[config.mk]
export PLATFORM = sky130hd
export DESIGN_NAME = mps_top
export DESIGN_NICKNAME = d
export VERILOG_FILES = /design/src/verilog/mps_pkg.sv /design/src/verilog/mps_top.sv
export SDC_FILE = /design/constraint.sdc
export NUM_CORES = 1
export LEC_CHECK = 0
export ABC_AREA = 1
export BUFFER_PORTS_ARGS = -buffer_cell sky130_fd_sc_hd__buf_2
export CAP_MARGIN = 10
export CORE_ASPECT_RATIO = 1.5
export CORE_MARGIN = 2
export CORE_UTILIZATION = 55
export DETAILED_ROUTE_END_ITERATION = 8
export PLACE_DENSITY = 0.78
export SETUP_SLACK_MARGIN = 0.5
export SLEW_MARGIN = 0
export SYNTH_ARGS = -nofsm -noshare
export SYNTH_HDL_FRONTEND = slang
export SYNTH_SLANG_ARGS = --single-unit
[constraint.sdc]
create_clock -name clock -period 5.3 [get_ports clock]
set_input_delay 1.59 -clock clock [delete_from_list [all_inputs] [get_ports clock]]
set_output_delay 1.59 -clock clock [all_outputs]
set_load 0.01 [all_outputs]
[src/verilog/mps_pkg.sv]
// constants and types for the motor profile selector
package mps_pkg;

    localparam logic [7:0]  OFS_APPLIED   = 8'h00;
    localparam logic [7:0]  OFS_SECOND    = 8'h04;
    localparam logic [7:0]  OFS_VISIB     = 8'h08;
    localparam logic [7:0]  OFS_BOOST     = 8'h0C;
    localparam logic [7:0]  OFS_DCB       = 8'h10;
    localparam logic [7:0]  OFS_TMAP      = 8'h14;
    localparam logic [7:0]  OFS_CTRL      = 8'h18;
    localparam logic [7:0]  OFS_STATUS    = 8'h1C;

    localparam logic [5:0]  AM_0          = 6'h00;
    localparam logic [5:0]  AM_1          = 6'h01;
    localparam logic [5:0]  AM_3          = 6'h03;
    localparam logic [5:0]  AM_13         = 6'h0D;
    localparam logic [5:0]  AM_23         = 6'h17;
    localparam logic [5:0]  AM_40         = 6'h28;
    localparam logic [5:0]  AM_43         = 6'h2B;
    localparam logic [5:0]  AM_50         = 6'h32;
    localparam logic [5:0]  AM_53         = 6'h35;
    localparam logic [5:0]  APPLIED_RST   = 6'h00;

    localparam logic [13:0] SM_STD        = 14'h0000;
    localparam logic [13:0] SM_CT         = 14'h0001;
    localparam logic [13:0] SM_NONE       = 14'h270F;
    localparam logic [13:0] SECOND_RST    = 14'h270F;

    localparam logic [7:0]  VISIB_RST     = 8'h00;
    localparam logic [7:0]  BOOST_STD     = 8'h03;
    localparam logic [7:0]  BOOST_CT      = 8'h02;
    localparam logic [7:0]  DCB_STD       = 8'h04;
    localparam logic [7:0]  DCB_CT        = 8'h02;
    localparam logic [7:0]  BOOST_RST     = 8'h03;
    localparam logic [7:0]  DCB_RST       = 8'h04;

    localparam int          NUM_TERM      = 5;
    localparam int          TMAP_FW       = 6;
    localparam logic [5:0]  SF_CODE       = 6'h03;
    localparam logic [29:0] TMAP_RST      = 30'h00000000;
    localparam logic        CTRL_RST      = 1'b1;

    localparam int          ST_CURVE_LSB  = 0;
    localparam int          ST_FLUX_LSB   = 2;
    localparam int          ST_REJ        = 4;
    localparam int          ST_SF         = 5;
    localparam int          ST_M2         = 6;
    localparam int          ST_TUNE       = 7;

    typedef enum logic [1:0] {CURVE_STD, CURVE_CT, CURVE_HE, CURVE_CT2} mps_curve_t;
    typedef enum logic [1:0] {FLUX_NONE, FLUX_STD, FLUX_HE, FLUX_CT2} mps_flux_t;

endpackage

[src/verilog/mps_top.sv]
// motor profile selector with apb register file
`timescale 1ns/1ns
module mps_top (
    input  wire logic                  clock,
    input  wire logic                  rst,
    input  wire logic                  psel,
    input  wire logic                  penable,
    input  wire logic                  pwrite,
    input  wire logic [7:0]            paddr,
    input  wire logic [31:0]           pwdata,
    output logic      [31:0]           prdata,
    output logic                       pready,
    output logic                       pslverr,
    input  wire logic [4:0]            term_in,
    output mps_pkg::mps_curve_t        thermal_curve,
    output mps_pkg::mps_flux_t         flux_const_sel,
    output logic                       second_function_input,
    output logic                       second_motor_active,
    output logic                       tuning_allowed,
    output logic [7:0]                 low_speed_voltage_boost,
    output logic [7:0]                 dc_brake_voltage
);

    typedef struct packed {
        logic [5:0]          applied;
        logic [13:0]         second;
        logic [7:0]          visib;
        logic [7:0]          boost;
        logic [7:0]          dcb;
        logic [29:0]         tmap;
        logic                ctrl;
        logic                rejected;
        logic [4:0]          t1;
        logic [4:0]          t2;
        logic                pready;
        logic                pslverr;
        logic [31:0]         prdata;
        mps_pkg::mps_curve_t curve;
        mps_pkg::mps_flux_t  flux;
        logic                sf;
        logic                m2;
        logic                tune;
    } mps_state_t;

    mps_state_t s_r;
    mps_state_t s_nxt;

    function automatic logic applied_ok(input logic [31:0] v);
        logic ok;
        ok = 1'b0;
        if (v[31:6] == 26'h0000000) begin
            case (v[5:0])
                mps_pkg::AM_0, mps_pkg::AM_1, mps_pkg::AM_3,
                mps_pkg::AM_13, mps_pkg::AM_23, mps_pkg::AM_40,
                mps_pkg::AM_43, mps_pkg::AM_50, mps_pkg::AM_53: ok = 1'b1;
                default: ok = 1'b0;
            endcase
        end
        return ok;
    endfunction

    function automatic logic second_ok(input logic [31:0] v);
        logic ok;
        ok = (v[31:14] == 18'h00000) &&
             (v[13:0] == mps_pkg::SM_STD || v[13:0] == mps_pkg::SM_CT ||
              v[13:0] == mps_pkg::SM_NONE);
        return ok;
    endfunction

    // constant-torque class for the boost and brake rewrite
    function automatic logic is_ct(input logic [5:0] v);
        logic ct;
        case (v)
            mps_pkg::AM_1, mps_pkg::AM_13, mps_pkg::AM_50, mps_pkg::AM_53: ct = 1'b1;
            default: ct = 1'b0;
        endcase
        return ct;
    endfunction

    function automatic mps_pkg::mps_curve_t curve_of(input logic [5:0] v);
        mps_pkg::mps_curve_t c;
        case (v)
            mps_pkg::AM_1, mps_pkg::AM_13: c = mps_pkg::CURVE_CT;
            mps_pkg::AM_40, mps_pkg::AM_43: c = mps_pkg::CURVE_HE;
            mps_pkg::AM_50, mps_pkg::AM_53: c = mps_pkg::CURVE_CT2;
            default: c = mps_pkg::CURVE_STD;
        endcase
        return c;
    endfunction

    always_comb begin
        logic                sf_now;
        logic                m2_now;
        logic                err;
        logic [31:0]         rd;
        logic [5:0]          wa;
        sf_now = 1'b0;
        m2_now = 1'b0;
        err    = 1'b0;
        rd     = 32'h00000000;
        wa     = pwdata[5:0];
        s_nxt  = s_r;

        // terminals are pins: second stage only is decoded
        s_nxt.t1 = term_in;
        s_nxt.t2 = s_r.t1;

        for (int i = 0; i < mps_pkg::NUM_TERM; i++) begin
            if (s_r.tmap[i*mps_pkg::TMAP_FW +: mps_pkg::TMAP_FW] == mps_pkg::SF_CODE && s_r.t2[i]) begin
                sf_now = 1'b1;
            end
        end
        m2_now = (s_r.second != mps_pkg::SM_NONE) && sf_now;

        // profile outputs
        if (m2_now) begin
            s_nxt.curve = (s_r.second == mps_pkg::SM_CT) ? mps_pkg::CURVE_CT : mps_pkg::CURVE_STD;
            s_nxt.flux  = mps_pkg::FLUX_NONE;
        end else begin
            s_nxt.curve = curve_of(s_r.applied);
            case (s_r.applied)
                mps_pkg::AM_23: s_nxt.flux = mps_pkg::FLUX_STD;
                mps_pkg::AM_43: s_nxt.flux = mps_pkg::FLUX_HE;
                mps_pkg::AM_53: s_nxt.flux = mps_pkg::FLUX_CT2;
                default:        s_nxt.flux = mps_pkg::FLUX_NONE;
            endcase
        end
        s_nxt.sf = sf_now;
        s_nxt.m2 = m2_now;
        case (s_r.applied)
            mps_pkg::AM_3, mps_pkg::AM_13, mps_pkg::AM_23,
            mps_pkg::AM_43, mps_pkg::AM_53: s_nxt.tune = 1'b1;
            default: s_nxt.tune = 1'b0;
        endcase

        // read data and error decision, taken in first access cycle
        case (paddr)
            mps_pkg::OFS_APPLIED: begin
                rd[5:0] = s_r.applied;
                err     = pwrite && (s_r.visib != 8'h00 || !applied_ok(pwdata));
            end
            mps_pkg::OFS_SECOND: begin
                rd[13:0] = s_r.second;
                err      = pwrite && (s_r.visib != 8'h00 || !second_ok(pwdata));
            end
            mps_pkg::OFS_VISIB:  rd[7:0]  = s_r.visib;
            mps_pkg::OFS_BOOST:  rd[7:0]  = s_r.boost;
            mps_pkg::OFS_DCB:    rd[7:0]  = s_r.dcb;
            mps_pkg::OFS_TMAP:   rd[29:0] = s_r.tmap;
            mps_pkg::OFS_CTRL:   rd[0]    = s_r.ctrl;
            mps_pkg::OFS_STATUS: begin
                rd[mps_pkg::ST_CURVE_LSB +: 2] = s_r.curve;
                rd[mps_pkg::ST_FLUX_LSB +: 2]  = s_r.flux;
                rd[mps_pkg::ST_REJ]            = s_r.rejected;
                rd[mps_pkg::ST_SF]             = s_r.sf;
                rd[mps_pkg::ST_M2]             = s_r.m2;
                rd[mps_pkg::ST_TUNE]           = s_r.tune;
                err                            = pwrite;
            end
            default: err = 1'b1;
        endcase

        // one wait state keeps every bus output on a flop
        s_nxt.pready = 1'b0;
        if (psel && penable && !s_r.pready) begin
            s_nxt.pready  = 1'b1;
            s_nxt.pslverr = err;
            s_nxt.prdata  = rd;
        end

        // writes commit on the edge that completes the transfer
        if (psel && penable && s_r.pready && pwrite) begin
            s_nxt.rejected = s_r.pslverr;
            if (!s_r.pslverr) begin
                case (paddr)
                    mps_pkg::OFS_APPLIED: begin
                        s_nxt.applied = wa;
                        // rewrite only on a real change, and only while ctrl is set
                        if (s_r.ctrl && wa != s_r.applied) begin
                            s_nxt.boost = is_ct(wa) ? mps_pkg::BOOST_CT : mps_pkg::BOOST_STD;
                            s_nxt.dcb   = is_ct(wa) ? mps_pkg::DCB_CT : mps_pkg::DCB_STD;
                        end
                    end
                    mps_pkg::OFS_SECOND: s_nxt.second = pwdata[13:0];
                    mps_pkg::OFS_VISIB:  s_nxt.visib  = pwdata[7:0];
                    mps_pkg::OFS_BOOST:  s_nxt.boost  = pwdata[7:0];
                    mps_pkg::OFS_DCB:    s_nxt.dcb    = pwdata[7:0];
                    mps_pkg::OFS_TMAP:   s_nxt.tmap   = pwdata[29:0];
                    mps_pkg::OFS_CTRL:   s_nxt.ctrl   = pwdata[0];
                    default: s_nxt.ctrl = s_r.ctrl;
                endcase
            end
        end
    end

    always_ff @(posedge clock or posedge rst) begin
        if (rst) begin
            s_r          <= '0;
            s_r.applied  <= mps_pkg::APPLIED_RST;
            s_r.second   <= mps_pkg::SECOND_RST;
            s_r.visib    <= mps_pkg::VISIB_RST;
            s_r.boost    <= mps_pkg::BOOST_RST;
            s_r.dcb      <= mps_pkg::DCB_RST;
            s_r.tmap     <= mps_pkg::TMAP_RST;
            s_r.ctrl     <= mps_pkg::CTRL_RST;
            s_r.curve    <= mps_pkg::CURVE_STD;
            s_r.flux     <= mps_pkg::FLUX_NONE;
        end else begin
            s_r <= s_nxt;
        end
    end

    assign prdata                  = s_r.prdata;
    assign pready                  = s_r.pready;
    assign pslverr                 = s_r.pslverr;
    assign thermal_curve           = s_r.curve;
    assign flux_const_sel          = s_r.flux;
    assign second_function_input   = s_r.sf;
    assign second_motor_active     = s_r.m2;
    assign tuning_allowed          = s_r.tune;
    assign low_speed_voltage_boost = s_r.boost;
    assign dc_brake_voltage        = s_r.dcb;

endmodule

* Word-level counts from Yosys, hierarchy flattened
Cells that the tools add are included.
** Storage, ports and cells
- Memory bits (writable) :: 0
- Memories :: 0
- Register bits :: 125
- Bits in read-only memories :: 0
- Latch bits :: 0
- Word-level logic and storage cells :: 126
** Cells by class
- Multipliers :: 0
- Divide/modulo/power cells :: 0
- Eq/ne operators :: 34
- Add/sub/neg operators :: 0
- Multiplexer cells :: 30
- Bitwise operators :: 1
- Magnitude comparators :: 0
- Reductions and logical operators :: 43
- Shifts and indexed selects :: 0
** Operators by type and width (number)
- $eq A6 B6 Y1 const B :: 8
- $eq A6 B2 Y1 const B :: 7
- $pmux W5 S7 :: 1
- $mux W34 :: 1
- $eq A8 B5 Y1 const B :: 4
- $mux W16 :: 2
- $pmux W8 S2 :: 2
- $eq A14 B1 Y1 const B :: 2
- $logic_not A26 Y1 :: 1
- $logic_not A18 Y1 :: 1
- $eq A8 B4 Y1 const B :: 2
- $mux W1 :: 16
- $reduce_and A3 Y1 :: 5
- $eq A14 B14 Y1 const B :: 1
- $logic_and A1 B1 Y1 :: 14
- $logic_not A14 Y1 :: 1
- $ne A14 B14 Y1 const B :: 1
- $eq A6 B1 Y1 const B :: 2
- $eq A6 B4 Y1 const B :: 2
- $eq A6 B5 Y1 const B :: 2
- $pmux W2 S3 :: 2
- $pmux W2 S6 :: 1
- $pmux W6 S2 :: 1
- $reduce_or A5 Y1 :: 2
- 18 further kinds :: 27

* Logic depth before layout (Yosys ltp)
Gate-level depths: netlist (run 1).
- Word-level depth :: 10
- Gate-level depth with buffers :: 14

* Worst setup path after synthesis (run 1)
Ideal clock, no wire load.
- Kind :: input-to-reg
- Start :: in paddr[1]
- End :: reg s_r (netlist bit low_speed_voltage_boost[3])
- Setup slack :: 2.552 ns
- Required time :: 5.183 ns
- Setup time :: 0.117 ns
- Stages on the path :: 9
- Arrival :: 2.631 ns
- Buffers on the path :: 1
- Cells stage by stage :: nor2_1 -> nand2_1 -> nor2_2 -> nand2_2 -> a21oi_4 -> nand2_4 -> buf_12 -> nand2_1 -> o21ai_2
** Between the ends
- Longest elaborated chain between the ends :: 3
- Elaborated cells on any way between the ends :: 6
- Those cells by class :: eq/ne: 2; mux: 1; reduce/logical: 3
** Ends and longest elaborated chain
- start: declaration :: RTL line mps_top.sv:9 : input wire logic [7:0] paddr,
- $eq A8 B4 Y1 or $logic_not A8 Y1 (tied branches) :: RTL line mps_top.sv:175 : case (paddr)
- $reduce_bool A2 Y1 (no line) or $ne A2 B2 Y1 (tied branches)
- $reduce_and A4 Y1 (no line)
- end signal: assignment :: RTL line mps_top.sv:209 : s_r <= s_nxt;
- end: declaration :: RTL line mps_top.sv:45 : mps_state_t s_r;
Several ways; a longest one is shown, not always the timed one.
A chain may end at the register's enable or synchronous reset.

* Final worst setup path (run 1)
- Start :: in paddr[5]
- End :: reg s_r (netlist bit prdata[4])
** Between the ends
- Longest elaborated chain between the ends :: 2
- Elaborated cells on any way between the ends :: 8
- Those cells by class :: eq/ne: 6; mux: 1; reduce/logical: 1
** Ends and longest elaborated chain
- $eq A8 B5 Y1 (tied with other cells) :: RTL line mps_top.sv:137 : case (paddr)
- $pmux W5 S7 * :: RTL line mps_top.sv:137
Mark *: on every way between the ends. The rest lies on a longest branch, timed or not.

==> results.sh, run 1 <==
export IMPL_h_tree_depth=4
export IMPL_synth_xor_area_share=0.00135
export IMPL_ctsResizeCount=0
export IMPL_clock_latency_ps=420
export IMPL_synthTopCellsByArea="dfrtp_1 44%, nand2_1 11%, buf_4 6.5%"
export IMPL_rows=48
export IMPL_place_area_um2=6690
export IMPL_ctsHoldBuffers=0
export IMPL_dieHeight_um=137
export IMPL_synthAdderAreaFrac=0
export IMPL_antenna_found_initial=0
export IMPL_synth_compound_area_frac=0.123
export IMPL_coreArea_um2=11500
export IMPL_ys_warn_count=0
export IMPL_fin_crit_ps=3010
export IMPL_yosysMostFrequentCell="nand2_1"
export IMPL_cts_buffers=17
export IMPL_power_density_nw_per_um2=306
export IMPL_cp_max_fo=24
export IMPL_fill_cells=997
export IMPL_cap_violations=0
export IMPL_hold_path_class="reg -> reg"
export IMPL_peakVddDrop_mv=0.208
export IMPL_grt_pass1_vias=5158
export IMPL_grt_overflow=0
export IMPL_worst_pin_slew_ps=680
export IMPL_nets=877
export IMPL_synthMuxAreaShare=0.00173
export IMPL_gp_congestion=0.915
export IMPL_reg2reg_slack_ps=3320
export IMPL_async_flop_share=1.00
export IMPL_post_route_period_util=0.568
export IMPL_post_synth_num_cell_types=46
export IMPL_finalSetupViolCount=0
export IMPL_dpl_hpwl_um=12200
export IMPL_cts_clk_slew_worst_paths_ps=60
export IMPL_syn_area_per_cell_um2=8.36
export IMPL_ys_flop_type="dfrtp_1"
export IMPL_drtIter0Drc=626
export IMPL_worstPathRequired_ps=5650
export IMPL_die_area_um2=12700
export IMPL_post_cts_buffers=0
export IMPL_wl_per_cell_um=17.5
export IMPL_cts_tree="built"
export IMPL_fmax_mhz=332
export IMPL_pin_count=107
export IMPL_finalClockSkew_ps=7.03
export IMPL_end_kind="register"
export IMPL_grt_max_degree=126
export IMPL_worst_ep_arrival_time_ps=3370
export IMPL_cts_sinks=125
export IMPL_clockBufferDepth=2
export IMPL_synth_seq_cells=125
export IMPL_yosysTopAreaCell="dfrtp_1"
export IMPL_ant_nets=0
export IMPL_cts_root_buf="clkbuf_16"
export IMPL_outcome="complete, no violations"
export IMPL_leakagePower_nw=3.63
export IMPL_port_buffer_count=104
export IMPL_synth_top_family_by_area="simple AND/OR/NAND/NOR gates"
export IMPL_track_usage=0.284
export IMPL_drc=0
export IMPL_num_vias=5426
export IMPL_yosysTopAreaCellShare=0.436
export IMPL_wl_um=17300
export IMPL_synth_commonest_cells="184 x nand2_1, 113 x dfrtp_1, 80 x inv_1"
export IMPL_drive_gt1_frac=0.250
export IMPL_drtPass1Iterations=5
export IMPL_area_delta_synth_final_pct=12.0
export IMPL_die_w_um=92.7
export IMPL_rsz0062_at_grt="false"
export IMPL_yosys_area_share_simple=0.249
export IMPL_initial_utilization=0.563
export IMPL_synth_yosys_seq_area_share=0.484
export IMPL_critical_path_class="in -> reg"
export IMPL_final_area_um2=7270
export IMPL_synth_edff_count=0
export IMPL_setup_tns_ps=0
export IMPL_vias_per_cell=5.48
export IMPL_fin_util=0.631
export IMPL_maxSlewHeadroom=0.547
export IMPL_syn_inst=777
export IMPL_diodes=0
export IMPL_start_kind="primary input"
export IMPL_grt_pass1_wl_um=26900
export IMPL_synth_area_um2=6490
export IMPL_final_hold_violation_count=0
export IMPL_slew_viol_final=0
registers in the layout (all words and copies together) (netlist names):
register	count
second_motor_active	1
second_function_input	1
pready	1
s_nxt	5
flux_const_sel	2
tuning_allowed	1
low_speed_voltage_boost	8
dc_brake_voltage	8
thermal_curve	2
s_r	65
prdata	30
pslverr	1
worst max-delay path, cell delays in order:
cell and delay, ps:
buf_2 100, nor2_2 100, nand2_2 100, nor2_4 430
nand2_2 420, o21ai_0 320, a21oi_1 60, nand3_1 70
o21ai_0 80, nand2_1 80
per-stage QoR:
step           power, mW  instances  hold slack [ps]  setup WS (ps)
2_1_floorplan       1.07        778              331           2180
3_3_place_gp        1.11        958              333           2000
3_5_place_dp        1.11        958              337           1970
4_1_cts             2.24        990              351           2370
5_1_grt             2.30        990              351           2170
6_report            2.23        990              348           2290
layout by cell type, fill, tap and decap left out, drive strengths merged:
cell type  count
a31oi          2
nor3           7
o221ai         3
nand2        204
o21ai         90
dfrtp        113
mux2           1
inv           89
and2           1
o22ai          3
nor2          59
clkbuf        20
o31ai         11
or2            3
nand4         19
or3            1
buf          109
clkinvlp       4
bufinv         2
o2111ai        1
conb           2
a32o           1
nor2b          1
clkinv         8
dfstp         12
nor4           9
a21oi         21
o211ai         2
nand3         40
nand3b         1
xor2           1
cell type report:
| type | instances | area [um2] | area share |
|---|---|---|---|
| Clock buffer | 20 | 437 | 0.0601 |
| Clock inverter | 12 | 140 | 0.0193 |
| Inverter | 91 | 353 | 0.0485 |
| Multi-Input combinational cell | 483 | 2440 | 0.336 |
| Sequential cell | 125 | 3140 | 0.432 |
| Tap cell | 150 | 188 | 0.0258 |
| Timing Repair Buffer | 109 | 571 | 0.0785 |
final timing paths:
path,startpoint,endpoint,cells after the start
max,paddr[5],prdata[4],10
min,s_nxt[44],s_r[44],0
max reg2reg,s_r[109],flux_const_sel[1],6
min reg2reg,s_nxt[44],s_r[44],0
max in group asynchronous,rst,prdata[21],3
min in group asynchronous,rst,s_r[45],3
logic make-up (layout without fill, tap and decap cells):
logic type / count (synthesis) / after routing
compound gates: 134 / 134
flops: 125 / 125
simple gates: 345 / 345
buf+inv: 170 / 232
mux: 1 / 1
xor+xnor: 1 / 1
other cells: 1 / 2
metal layers:
metal,wire (um),vias up,track usage,part of all wire
met3,946,52,0.0589,0.055
met2,8820,210,0.468,0.51
met4,896,0,0.168,0.052
li1,-,2572,-,-
met1,6670,2592,0.343,0.38
met5,0,-,0,0
where the power goes:
group          switching, mW  total (mW)  internal, mW
registers            0.00786       0.976         0.968
clock network          0.434        1.13         0.696
logic                 0.0855       0.122        0.0365
total                  0.528        2.23          1.70
No activity file was read; power rests on OpenSTA's default activity.
==> run 2: changes to the inputs <==
- clock period: 5.3 -> 3.1 ns (I/O delays scaled with it)
==> results.sh, run 2 (same netlist as run 1, synthesis figures left out) <==
export IMPL_slew_viol_final=0
export IMPL_start_kind="primary input"
export IMPL_clock_latency_ps=420
export IMPL_fin_crit_ps=2160
export IMPL_grt_overflow=0
export IMPL_gp_congestion=1.00
export IMPL_port_buffer_count=104
export IMPL_power_density_nw_per_um2=543
export IMPL_largest_register_ffs=65
export IMPL_worstPathRequired_ps=3460
export IMPL_nets=879
export IMPL_worstHoldStart="s_nxt[41]"
export IMPL_fin_util=0.638
export IMPL_hold_depth=0
export IMPL_grt_pass1_vias=5388
export IMPL_die_w_um=92.7
export IMPL_fin_total_pwr_mw=3.99
export IMPL_worst_ep_arrival_time_ps=2520
export IMPL_cap_violations=0
export IMPL_die_area_um2=12700
export IMPL_fmax_mhz=463
export IMPL_vias_per_cell=5.48
export IMPL_pin_count=107
export IMPL_worst_pin_slew_ps=795
export IMPL_clockBufferDepth=2
export IMPL_initial_utilization=0.563
export IMPL_final_common_cell="nand2_1"
export IMPL_dp_cells=960
export IMPL_peakVddDrop_mv=0.442
export IMPL_dp_slack_ps=538
export IMPL_grt_max_degree=61
export IMPL_num_vias=5433
export IMPL_holdPathEnd="s_r[41]"
export IMPL_timing_hold_ws_ps=349
export IMPL_setup_tns_ps=0
export IMPL_wl_um=17100
export IMPL_rows=48
export IMPL_drtIter0Drc=499
export IMPL_drtPass1Iterations=5
export IMPL_coreArea_um2=11500
export IMPL_final_area_um2=7360
export IMPL_finalClockSkew_ps=9.70
export IMPL_fill_cells=999
export IMPL_layout_common_cells="184 x nand2_1, 113 x dfrtp_1, 104 x buf_2, 79 x inv_1, 52 x nor2_1"
export IMPL_finalSetupViolCount=0
export IMPL_track_usage=0.284
export IMPL_crit_path_start="paddr[5]"
export IMPL_critical_path_class="in -> reg"
export IMPL_rsz0062_at_grt="false"
export IMPL_post_route_period_util=0.696
export IMPL_wl_per_cell_um=17.2
export IMPL_post_cts_buffers=0
export IMPL_cts_sinks=125
export IMPL_ctsResizeCount=0
export IMPL_r2r_start="s_r[109]"
export IMPL_drc=0
export IMPL_drive_gt1_frac=0.254
export IMPL_dieHeight_um=137
export IMPL_outcome="complete, no violations"
export IMPL_ctsHoldBuffers=0
export IMPL_fin_ws_ps=942
export IMPL_cts_clk_slew_worst_paths_ps=60
export IMPL_maxSlewHeadroom=0.470
export IMPL_place_area_um2=6720
export IMPL_final_hold_violation_count=0
export IMPL_area_delta_synth_final_pct=13.3
export IMPL_end_kind="register"
export IMPL_worstReg2RegEnd="thermal_curve[1]"
export IMPL_antenna_found_initial=0
export IMPL_cts_tree="built"
export IMPL_regMostFlops="s_r"
export IMPL_reg2reg_slack_ps=1240
export IMPL_final_cells=992
export IMPL_hold_path_class="reg -> reg"
export IMPL_cts_buffers=17
export IMPL_cts_root_buf="clkbuf_16"
export IMPL_h_tree_depth=4
export IMPL_cp_max_fo=24
export IMPL_grt_pass1_wl_um=27400
export IMPL_dpl_hpwl_um=12400
export IMPL_diodes=0
export IMPL_leakagePower_nw=3.67
export IMPL_rr_worst_depth=6
export IMPL_ant_nets=0
run 2: changes by cell type in the layout (fill, tap and decap cells not counted), sizes merged:
cell / delta
clkinv: +1
clkbuf: -1
inv: -2
buf: +2
bufinv: +2
run 2: how the worst max path moves through the flow:
stage	endpoint	slack [ps]	cells after the start
after CTS	prdata[4]	960	10
after global routing	prdata[4]	800	10
after global placement	prdata[4]	600	10
final	prdata[4]	940	10
after floorplan	dc_brake_voltage[0]	640	1
after detailed placement	prdata[4]	540	10
run 2: worst max-delay path, cell delays in order:
cell     delay (ps)
buf_2           100
nor2_2          100
nand2_2         100
nor2_4          320
nand2_2         370
o21ai_0         290
a21oi_1          70
nand3_1          80
o21ai_0          80
nand2_1          70
run 2: per-layer routing:
metal	vias to the layer above	GRT usage	wire length, um
met2	249	0.494	8810
met4	0	0.151	793
li1	2580	-	-
met3	54	0.0540	1100
met5	-	0	0
met1	2550	0.332	6390
run 2: area by class of cell:
cell class / instances / area [um2] / area share
Sequential cell: 125 / 3140 / 0.427
Tap cell: 150 / 188 / 0.0255
Inverter: 91 / 353 / 0.0480
Multi-Input combinational cell: 483 / 2440 / 0.332
Clock inverter: 13 / 191 / 0.0260
Timing Repair Buffer: 111 / 598 / 0.0813
Clock buffer: 19 / 443 / 0.0602
run 2: report_power, final:
part           total, mW  leakage (nW)  switching [mW]  internal, mW
Combinational      0.210          1.72           0.145        0.0645
Clock               2.12         0.299           0.747          1.37
Sequential          1.67          1.65          0.0137          1.65
Total               3.99          3.67           0.906          3.09
==> run 3: changes to the inputs <==
- clock period: 3.1 -> 2.2 ns (I/O delays scaled with it)
==> results.sh, run 3 (same netlist as run 1, synthesis figures left out) <==
export IMPL_outcome="complete, no violations"
export IMPL_grt_overflow=0
export IMPL_antenna_found_initial=0
export IMPL_initial_utilization=0.563
export IMPL_area_delta_synth_final_pct=18.4
export IMPL_clock_latency_ps=410
export IMPL_final_hold_violation_count=0
export IMPL_clockBufferDepth=2
export IMPL_worstPathRequired_ps=1540
export IMPL_power_density_nw_per_um2=702
export IMPL_pin_count=107
export IMPL_fmax_mhz=581
export IMPL_finalSetupViolCount=0
export IMPL_h_tree_depth=4
export IMPL_regMostFlops="s_r"
export IMPL_dpl_hpwl_um=13100
export IMPL_largest_register_ffs=65
export IMPL_post_route_period_util=0.782
export IMPL_route_met3_wl_um=1400
export IMPL_drc=0
export IMPL_cts_clk_slew_worst_paths_ps=60
export IMPL_drt_met1_wl_um=6380
export IMPL_fill_cells=910
export IMPL_cp_max_fo=2
export IMPL_worst_pin_slew_ps=630
export IMPL_vias_per_cell=5.75
export IMPL_coreArea_um2=11500
export IMPL_grt_pass1_vias=5782
export IMPL_nets=904
export IMPL_die_w_um=92.7
export IMPL_slowest_delay_ps=550
export IMPL_cts_buffers=17
export IMPL_port_buffer_count=104
export IMPL_diodes=0
export IMPL_start_kind="register"
export IMPL_rows=48
export IMPL_cts_sinks=125
export IMPL_finalClockSkew_ps=8.26
export IMPL_rsz0062_at_grt="true"
export IMPL_leakagePower_nw=3.82
export IMPL_place_area_um2=6840
export IMPL_fin_crit_ps=1720
export IMPL_cts_tree="built"
export IMPL_wl_per_cell_um=18.2
export IMPL_worstPathCellList="buf_6"
export IMPL_cap_violations=0
export IMPL_reg2reg_slack_ps=550
export IMPL_wl_met2_um=9420
export IMPL_worst_ep_arrival_time_ps=1060
export IMPL_end_kind="primary output"
export IMPL_worst_path_dominant_cell_family="flip-flops"
export IMPL_drtIter0Drc=698
export IMPL_ant_nets=0
export IMPL_layout_common_cells="180 x nand2_1, 109 x dfrtp_1, 98 x buf_2, 77 x inv_1, 48 x nor2_1"
export IMPL_peakVddDrop_mv=0.534
export IMPL_routed_top_layer="met4"
export IMPL_gp_congestion=1.03
export IMPL_cts_root_buf="clkbuf_16"
export IMPL_dieHeight_um=137
export IMPL_drtPass1Iterations=6
export IMPL_drive_gt1_frac=0.293
export IMPL_setup_tns_ps=0
export IMPL_grt_max_degree=40
export IMPL_track_usage=0.294
export IMPL_num_vias=5844
export IMPL_critical_path_class="reg -> out"
export IMPL_die_area_um2=12700
export IMPL_path_buf_inv=1
export IMPL_maxSlewHeadroom=0.580
export IMPL_final_common_cell="nand2_1"
export IMPL_slew_viol_final=0
export IMPL_crit_slowest_cell="dfstp_2"
export IMPL_final_area_um2=7690
export IMPL_grt_pass1_wl_um=28500
export IMPL_hold_path_class="in -> async"
export IMPL_ctsHoldBuffers=0
export IMPL_wl_um=18500
-- run 3: timing repair --
action | 4_1_cts | 5_1_grt
buffers inserted | 2 | 15
resized for setup | 4 | 27
hold endpoints to repair | 0 | 0
pin swaps | 2 | 12
endpoints found under the setup margin | 7 | 27
cloned | 0 | 2
-- run 3: area by class of cell --
| type | count | area (um2) | share of cell area |
|---|---|---|---|
| timing repair buffer | 134 | 822 | 0.107 |
| tap | 150 | 188 | 0.0244 |
| multi-input combinational | 485 | 2580 | 0.335 |
| clock buffer | 25 | 485 | 0.0631 |
| sequential | 125 | 3150 | 0.409 |
| inverter | 91 | 377 | 0.0490 |
| clock inverter | 7 | 90.1 | 0.0117 |
-- run 3: metrics by stage --
stage / utilization / instances / power, mW / setup WS (ps) / hold slack (ps)
2_1_floorplan: - / 778 / 2.58 / 10.5 / 331
5_1_grt: 0.667 / 1017 / 5.55 / 415 / 303
3_3_place_gp: 0.593 / 966 / 2.69 / 67.5 / 332
6_report: 0.667 / 1017 / 5.40 / 480 / 274
4_1_cts: 0.646 / 1000 / 5.40 / 480 / 287
3_5_place_dp: 0.593 / 966 / 2.70 / 21.7 / 336
-- run 3: per-layer routing --
metal | vias up | global-route usage
met5 | - | 0
met4 | 0 | 0.201
met3 | 107 | 0.0600
met2 | 375 | 0.514
met1 | 2736 | 0.319
li1 | 2626 | -
-- run 3: worst paths after layout --
check,startpoint,end,cells past startpoint
hold / removal,rst,s_r[42],2
min in group clock,s_nxt[41],s_r[41],0
setup reg to reg,s_r[109],thermal_curve[0],7
setup / recovery,low_speed_voltage_boost[0],low_speed_voltage_boost[0],1
max in group asynchronous,rst,dc_brake_voltage[2],3
hold reg to reg,s_nxt[41],s_r[41],0
-- run 3: report_power, final --
group	total, mW	internal, mW	switching [mW]
Sequential	2.35	2.33	0.0198
Combinational	0.326	0.107	0.220
Clock	2.72	1.75	0.971
Total	5.40	4.19	1.21
